[src/rtl/oag_pkg.sv]
package oag_pkg;

  // ----------------------------------------------------------------
  // Addressing modes and operations
  // ----------------------------------------------------------------
  typedef enum logic [2:0] {
    MODE_REG, MODE_IMM, MODE_DP, MODE_ABS, MODE_XIND
  } oag_mode_t;

  typedef enum logic [4:0] {
    OP_ADC, OP_AND, OP_CMP, OP_CMPX, OP_CMPY, OP_EOR, OP_LDA, OP_LDX,
    OP_LDY, OP_OR, OP_SBC, OP_STA, OP_STX, OP_STY, OP_XMA, OP_ASL,
    OP_BIT, OP_DEC, OP_INC, OP_LSR, OP_ROL, OP_ROR, OP_MOV, OP_SET1,
    OP_CLR1
  } oag_op_t;

  typedef enum logic [2:0] {
    RSEL_A, RSEL_X, RSEL_Y, RSEL_C, RSEL_STATUS
  } oag_rsel_t;

  // ----------------------------------------------------------------
  // Constants
  // ----------------------------------------------------------------
  localparam logic [7:0]  ZERO_PAGE        = 8'h00;
  localparam logic [7:0]  SHARED_TMR_ADDR  = 8'hEC;
  localparam logic [15:0] ADDR_RST         = 16'h0000;
  localparam logic [7:0]  BYTE_RST         = 8'h00;
  localparam logic [7:0]  CKCTL_RST        = 8'h00;

  // ----------------------------------------------------------------
  // Carriers
  // ----------------------------------------------------------------
  typedef struct packed {
    logic       valid;
    oag_mode_t  mode;
    oag_op_t    op;
    oag_rsel_t  rsel;
    logic [7:0] op1;
    logic [7:0] op2;
  } oag_req_t;

  typedef struct packed {
    logic        valid;
    logic        illegal;
    logic        mem_access;
    logic        use_imm;
    logic        use_reg;
    oag_rsel_t   rsel;
    logic [7:0]  imm;
    logic [15:0] ea;
  } oag_rsp_t;

  // Decode answer while idle and after reset
  localparam oag_rsp_t RSP_RST = '0;

endpackage : oag_pkg

[src/rtl/oag_shared_reg.sv]
`timescale 1ns/1ps
module oag_shared_reg (
  // Clock and reset
  input  wire logic       sys_clk,
  input  wire logic       rst,
  // Core data access
  input  wire logic       acc_en,
  input  wire logic       acc_wr,
  input  wire logic       acc_bitop,
  input  wire logic [7:0] acc_addr,
  input  wire logic [7:0] acc_wdata,
  input  wire logic [7:0] interval_timer_count,
  // Results
  output logic            rd_hit,
  output logic [7:0]      rd_data,
  output logic [7:0]      clock_timer_control,
  output logic            bitop_refused
);

  typedef struct packed {
    logic       rd_hit;
    logic [7:0] rd_data;
    logic [7:0] ckctl;
    logic       refused;
  } oag_sr_state_t;

  oag_sr_state_t s_q;
  oag_sr_state_t s_d;
  logic          hit;

  always_comb begin
    s_d = s_q;
    hit = acc_en && (acc_addr == oag_pkg::SHARED_TMR_ADDR);
    s_d.rd_hit = hit && !acc_wr;
    s_d.refused = 1'b0;
    // [RQ11] Read count, write ctrl
    if (hit && !acc_wr) begin
      s_d.rd_data = interval_timer_count;
    end else if (hit && acc_wr && !acc_bitop) begin
      s_d.ckctl = acc_wdata;
    end
    // [RQ12] Bit ops dropped
    if (hit && acc_wr && acc_bitop) begin
      s_d.refused = 1'b1;
    end
  end

  always_ff @(posedge sys_clk) begin
    if (rst) begin
      s_q <= '{1'b0, oag_pkg::BYTE_RST, oag_pkg::CKCTL_RST, 1'b0};
    end else begin
      s_q <= s_d;
    end
  end

  assign rd_hit              = s_q.rd_hit;
  assign rd_data             = s_q.rd_data;
  assign clock_timer_control = s_q.ckctl;
  assign bitop_refused       = s_q.refused;

endmodule : oag_shared_reg

[src/rtl/oag_top.sv]
// Contract
// [RQ1] Register mode picks A, X, Y, C or status word only; no memory access.
// [RQ2] Immediate mode uses second byte as operand, no memory read.
// [RQ3] Page flag set: address is paging register high, operand byte low.
// [RQ4] Direct page mode: second byte is offset inside current page.
// [RQ5] Absolute: second byte low address, third byte high address.
// [RQ6] Three-byte absolute reaches whole 64K space without paging.
// [RQ7] Absolute accepted for ALU, compare, load and store operations.
// [RQ8] Absolute accepted for memory shifts, bit, inc, dec, rotate.
// [RQ9] X-indexed no offset uses X as address within direct page.
// [RQ10] X-indexed allowed for ALU ops, LDA, STA and XMA.
// [RQ11] Shared timer address: read gives count, write sets control.
// [RQ12] Software uses whole-register moves there, not bit set or clear.
// [RQ13] Page flag clear: direct page is page zero.
`timescale 1ns/1ps
module oag_top (
  // Clock and reset
  input  wire logic              sys_clk,
  input  wire logic              rst,
  // Decode request
  input  wire oag_pkg::oag_req_t req,
  input  wire logic              page_flag,
  input  wire logic [7:0]        ram_paging_register,
  input  wire logic [7:0]        x_index,
  // Shared timer register access
  input  wire logic              acc_en,
  input  wire logic              acc_wr,
  input  wire logic              acc_bitop,
  input  wire logic [7:0]        acc_addr,
  input  wire logic [7:0]        acc_wdata,
  input  wire logic [7:0]        interval_timer_count,
  // Decode answer
  output oag_pkg::oag_rsp_t      rsp,
  // Shared timer results
  output logic                   tmr_rd_hit,
  output logic [7:0]             tmr_rd_data,
  output logic [7:0]             clock_timer_control,
  output logic                   bitop_refused
);

  // ----------------------------------------------------------------
  // Address forming
  // ----------------------------------------------------------------
  // Page base is shared by direct page and X-indexed modes
  function automatic logic [7:0] page_base(input logic g,
                                           input logic [7:0] page_reg);
    // [RQ3] Paging register high
    if (g) begin
      page_base = page_reg;
    end else begin
      // [RQ13] Page zero default
      page_base = oag_pkg::ZERO_PAGE;
    end
  endfunction : page_base

  // Direct page address from a low byte
  function automatic logic [15:0] page_addr(input logic       g,
                                            input logic [7:0] page_reg,
                                            input logic [7:0] low);
    page_addr = {page_base(g, page_reg), low};
  endfunction : page_addr

  // ----------------------------------------------------------------
  // Register operands
  // ----------------------------------------------------------------
  // [RQ1] Five registers only
  // Listed by name, so a reordered enum cannot widen the set
  function automatic logic reg_ok(input oag_pkg::oag_rsel_t rsel);
    case (rsel)
      oag_pkg::RSEL_A,
      oag_pkg::RSEL_X,
      oag_pkg::RSEL_Y,
      oag_pkg::RSEL_C,
      oag_pkg::RSEL_STATUS: reg_ok = 1'b1;
      default:              reg_ok = 1'b0;
    endcase
  endfunction : reg_ok

  // ----------------------------------------------------------------
  // Legal operations
  // ----------------------------------------------------------------
  // [RQ7] Absolute ALU ops
  function automatic logic abs_ok(input oag_pkg::oag_op_t op);
    case (op)
      oag_pkg::OP_ADC,
      oag_pkg::OP_AND,
      oag_pkg::OP_CMP,
      oag_pkg::OP_CMPX,
      oag_pkg::OP_CMPY,
      oag_pkg::OP_EOR,
      oag_pkg::OP_LDA,
      oag_pkg::OP_LDX,
      oag_pkg::OP_LDY,
      oag_pkg::OP_OR,
      oag_pkg::OP_SBC,
      oag_pkg::OP_STA,
      oag_pkg::OP_STX,
      oag_pkg::OP_STY: abs_ok = 1'b1;
      // [RQ8] Absolute memory ops
      oag_pkg::OP_ASL,
      oag_pkg::OP_BIT,
      oag_pkg::OP_DEC,
      oag_pkg::OP_INC,
      oag_pkg::OP_LSR,
      oag_pkg::OP_ROL,
      oag_pkg::OP_ROR: abs_ok = 1'b1;
      default: abs_ok = 1'b0;
    endcase
  endfunction : abs_ok

  // [RQ10] X-indexed op set
  function automatic logic xind_ok(input oag_pkg::oag_op_t op);
    case (op)
      oag_pkg::OP_ADC,
      oag_pkg::OP_AND,
      oag_pkg::OP_CMP,
      oag_pkg::OP_EOR,
      oag_pkg::OP_LDA,
      oag_pkg::OP_OR,
      oag_pkg::OP_SBC,
      oag_pkg::OP_STA,
      oag_pkg::OP_XMA: xind_ok = 1'b1;
      default: xind_ok = 1'b0;
    endcase
  endfunction : xind_ok

  // ----------------------------------------------------------------
  // State
  // ----------------------------------------------------------------
  typedef struct packed {
    oag_pkg::oag_rsp_t rsp;
  } oag_state_t;

  oag_state_t s_q;
  oag_state_t s_d;

  // ----------------------------------------------------------------
  // Decode
  // ----------------------------------------------------------------
  // One-cycle latency keeps every output on a flip-flop
  always_comb begin
    s_d = s_q;
    s_d.rsp.valid      = req.valid;
    s_d.rsp.illegal    = 1'b0;
    s_d.rsp.mem_access = 1'b0;
    s_d.rsp.use_imm    = 1'b0;
    s_d.rsp.use_reg    = 1'b0;
    s_d.rsp.rsel       = oag_pkg::RSEL_A;
    s_d.rsp.imm        = oag_pkg::BYTE_RST;
    s_d.rsp.ea         = oag_pkg::ADDR_RST;
    if (req.valid) begin
      case (req.mode)
        oag_pkg::MODE_REG: begin
          // [RQ1] Register operand only
          s_d.rsp.use_reg = 1'b1;
          s_d.rsp.rsel    = req.rsel;
          s_d.rsp.illegal = !reg_ok(req.rsel);
        end
        oag_pkg::MODE_IMM: begin
          // [RQ2] Operand byte is data
          s_d.rsp.use_imm = 1'b1;
          s_d.rsp.imm     = req.op1;
        end
        oag_pkg::MODE_DP: begin
          // [RQ4] Offset in page
          s_d.rsp.mem_access = 1'b1;
          s_d.rsp.ea = page_addr(page_flag, ram_paging_register, req.op1);
        end
        oag_pkg::MODE_ABS: begin
          // [RQ5] Low then high byte
          // [RQ6] Full 64K, no paging
          s_d.rsp.mem_access = abs_ok(req.op);
          s_d.rsp.illegal    = !abs_ok(req.op);
          s_d.rsp.ea         = {req.op2, req.op1};
        end
        oag_pkg::MODE_XIND: begin
          // [RQ9] X in direct page
          s_d.rsp.mem_access = xind_ok(req.op);
          s_d.rsp.illegal    = !xind_ok(req.op);
          s_d.rsp.ea = page_addr(page_flag, ram_paging_register, x_index);
        end
        default: begin
          s_d.rsp.illegal = 1'b1;
        end
      endcase
    end
  end

  // ----------------------------------------------------------------
  // Registers
  // ----------------------------------------------------------------
  always_ff @(posedge sys_clk) begin
    if (rst) begin
      s_q <= '{rsp: oag_pkg::RSP_RST};
    end else begin
      s_q <= s_d;
    end
  end

  // ----------------------------------------------------------------
  // Results
  // ----------------------------------------------------------------
  assign rsp = s_q.rsp;

  // ----------------------------------------------------------------
  // Shared timer address
  // ----------------------------------------------------------------
  // [RQ11] Split read and write
  oag_shared_reg u_shared (
    .sys_clk              (sys_clk),
    .rst                  (rst),
    .acc_en               (acc_en),
    .acc_wr               (acc_wr),
    .acc_bitop            (acc_bitop),
    .acc_addr             (acc_addr),
    .acc_wdata            (acc_wdata),
    .interval_timer_count (interval_timer_count),
    .rd_hit               (tmr_rd_hit),
    .rd_data              (tmr_rd_data),
    .clock_timer_control  (clock_timer_control),
    .bitop_refused        (bitop_refused)
  );

endmodule : oag_top

[config.mk]
export PLATFORM = sky130hd
export DESIGN_NAME = oag_top
export DESIGN_NICKNAME = d
export VERILOG_FILES = /design/src/rtl/oag_pkg.sv /design/src/rtl/oag_shared_reg.sv /design/src/rtl/oag_top.sv
export SDC_FILE = /design/constraint.sdc
export NUM_CORES = 1
export LEC_CHECK = 0
export BUFFER_PORTS_ARGS = -buffer_cell sky130_fd_sc_hd__buf_4
export CAP_MARGIN = 20
export CORE_MARGIN = 2
export CORE_UTILIZATION = 42
export CTS_CLUSTER_SIZE = 24
export DETAILED_ROUTE_END_ITERATION = 10
export GPL_TIMING_DRIVEN = 1
export HOLD_SLACK_MARGIN = 0.15
export PLACE_DENSITY = 0.86
export SLEW_MARGIN = 10
export SYNTH_ARGS = -nofsm -noshare
export SYNTH_HDL_FRONTEND = slang
export SYNTH_HIERARCHICAL = 1
export SYNTH_SLANG_ARGS = --single-unit
export TNS_END_PERCENT = 10
[constraint.sdc]
create_clock -name sys_clk -period 1.7 [get_ports sys_clk]
set_clock_uncertainty 0.15 [all_clocks]
set_input_delay 0.085 -clock sys_clk [delete_from_list [all_inputs] [get_ports sys_clk]]
set_output_delay 0.085 -clock sys_clk [all_outputs]
set_load 0.01 [all_outputs]
==> results.toml <==
[global_route]
first_global_vias = 2586
antenna_found_initial = 0
grt_max_degree = 17
grt_pass1_wl_um = 12600
grt_usage_pct = 30.8
grt_overflow = 0

[worst_setup_path]
cp-end-kind = "flop"
r2r-start = "u_shared/rd_data[7]"
crit_arrival_ps = 1940
crit_path_end = "u_shared/bitop_refused"
cp-start-kind = "input pin"
required_ps = 1800
regToRegSetupSlack_ps = 850
crit_start = "acc_addr[4]"
r2r-end = "u_shared/rd_data[7]"
path_class = "in -> reg"
worst-path-max-fanout = 4
ff2ff_path_depth = 2

[placement]
post-dp-hpwl_um = 4260
dpl.cell_count = 369
gp_congestion = 0.828
dp_worst_setup_slack_ps = 213
numPortBuffers = 123

[clock_tree]
htree_levels = 2
clock_latency_ps = 300
path_clk_slew_ps = 90
cts_sinks = 50
numCtsBuffers = 5
cts_buffer_depth = 2
cts_tree = "built"
cts-root-buf = "clkbuf_8"

[yosys]
yosys.cell_types.count = 35
synth_top_family_by_area = "simple AND/OR/NAND/NOR gates"
synth_xor_area_share_pct = 0.438
ys_seq_area_share_pct = 50.0
synth_cells = 199
syn_nets = 275
synthSimpleGateAreaFrac_pct = 25.8
synthAdderAreaFrac_pct = 1.25
synth_area_leader_cell = "dfxtp_1"
synth_top_area_share_pct = 50.0
synth.avg_cell_area_um2 = 10.1
synth_compound_area_share_pct = 14.6
synth_edf_count = 0
muxShareOfSynthArea_pct = 4.50
yosys_warnings = 6
synth-seq-cells = 50
synth-async-reset-ratio_pct = 0
synthesis.area_um2 = 2000
synth_flop_cell = "dfxtp_1"
synth_area_leaders = "dfxtp_1, nand2b_1, mux2i_1, a32oi_1, and2_1"

[finish]
drive_gt1_share_pct = 35.1
n_antenna_cell = 0
final_common_cell = "buf_4"
final_cell_mix = "buf_4, dlygate4sd3_1, dfxtp_1"
finalNonFillerCells = 464
syn2layout_area_growth_pct = 97.9
nFillCells = 244
multiInputGateArea_um2 = 938
nets = 485
seq_area_um2 = 1000

[pwr]
peakVddDrop_v = 0.000340
switching_share_pct = 24.5
clkPwrFrac_pct = 29.1
power_frac_comb_pct = 20.3
p_total_mw = 2.35
p_sw_mw = 0.576
p_seq_share_pct = 50.6
p_per_area_nw_per_um2 = 593
power.internal_mw = 1.77
p_leak_nw = 1.72

[run_status]
failed_checks = "setup timing"
status = "complete, but fails checks"

[sta]
finalHoldViolCount = 0
setup_tns_ps = -211
period_share_pct = 108
worst_slack_ps = -140
slew_violations = 0
slew_headroom_pct = 59.1
setup_viol = 2
period_needed_ps = 1840
fin_hold_ws_ps = 178
rsz0062_at_grt = "yes"
clock.fmax_mhz = 543
worst_pin_slew_ps = 612

[floorplan]
ios = 124
core_um2 = 4660
start_util_pct = 42.9
dieArea_um2 = 5330
rows = 25
die_w_um = 73.0
die_y_um = 73.0

[detailed_routing]
wire_per_inst_um = 17.3
vias = 2434
drc = 0
drt_first_pass_iters = 4
wirelength_um = 8010
via_per_inst = 5.25
drt_iter0_drc = 156
postRouteAntennaNets = 0

[hold_path]
hold_class = "in -> reg"

[job]
cap_violations = 0
[cells in the mapped netlist, types with 2 or more instances]
| master | instances |
|---|---|
| a21oi_1 | 10 |
| a22oi_1 | 8 |
| a32oi_1 | 9 |
| and2_1 | 12 |
| buf_1 | 4 |
| buf_2 | 3 |
| clkbuf_1 | 7 |
| dfxtp_1 | 50 |
| ha_1 | 2 |
| inv_1 | 3 |
| mux2i_1 | 9 |
| nand2_1 | 4 |
| nand2b_1 | 18 |
| nand3_1 | 2 |
| nand4_1 | 9 |
| nor2_1 | 19 |
| nor2b_1 | 3 |
| nor4_1 | 2 |
| nor4bb_1 | 2 |
| o31ai_1 | 8 |
[worst max-delay path: stages]
cell           delay (ps)
dlygate4sd3_1         540
buf_4                 150
nor2_1                160
nand3_1               160
nor4_2                240
dlygate4sd3_1         590
[state kept, by name (all words and copies together), names as in the netlist]
name and count:
rsp 32, u_shared/rd_hit 1, u_shared/rd_data 8, u_shared/clock_timer_control 8, u_shared/bitop_refused 1
[repair_timing]
action / 4_1_cts / 5_1_grt
setup buffers: 0 / 0
endpoints found under the setup margin: 0 / 4
hold buffers: 87 / 0
hold endpoints to repair: 50 / 0
gates resized for setup: 0 / 4
[kinds of logic after synthesis]
logic type | Yosys count
buffers and inverters | 17
adders and majority gates | 2
DFF | 50
and+or+nand+nor | 79
AOI/OAI and AO/OA | 41
muxes | 9
xor gates and xnor gates | 1
[final cells by class]
class,instances,share of cell area [%]
timing repair buffer,217,46.8
sequential,50,25.3
multi-input combinational,132,23.7
clock buffer,5,1.74
tap,54,1.71
clock inverter,3,0.537
inverter,3,0.284
[power groups by stage]
stage,registers (mW),logic (mW),clock network [mW]
3_5_place_dp,1.21,0.301,0
6_report,1.19,0.476,0.683
4_1_cts,1.19,0.450,0.697
5_1_grt,1.19,0.507,0.738
2_1_floorplan,1.22,0.102,0
3_3_place_gp,1.21,0.294,0
[metal layers]
layer	track usage [%]	share of wire, %	up-vias	wire [um]
met5	0	0	-	0
met4	9.47	1.6	0	127
met3	6.35	6.1	14	489
met2	57.3	54	121	4310
met1	34.9	39	1161	3090
li1	-	-	1138	-
[worst min path at each step]
| stage | startpoint | slack, ps | endpoint | cells past startpoint |
|---|---|---|---|---|
| final | acc_en | 180 | u_shared/rd_data[0] | 4 |
| after global routing | acc_en | 190 | u_shared/rd_data[0] | 4 |
| after CTS | acc_addr[5] | 160 | u_shared/rd_data[0] | 4 |
| after detailed placement | acc_wr | 150 | u_shared/rd_hit | 2 |
| after global placement | acc_wr | 140 | u_shared/rd_hit | 2 |
| after floorplan | acc_wr | 10 | u_shared/rd_hit | 1 |
[through the flow]
step	util, %	instance area, um2
after global routing	85.0	3960
after CTS	84.7	3950
after global placement	64.1	2990
after detailed placement	64.1	2990
after floorplan	-	2000
final	85.0	3960
Note: power is estimated with default switching activity, not from simulation.
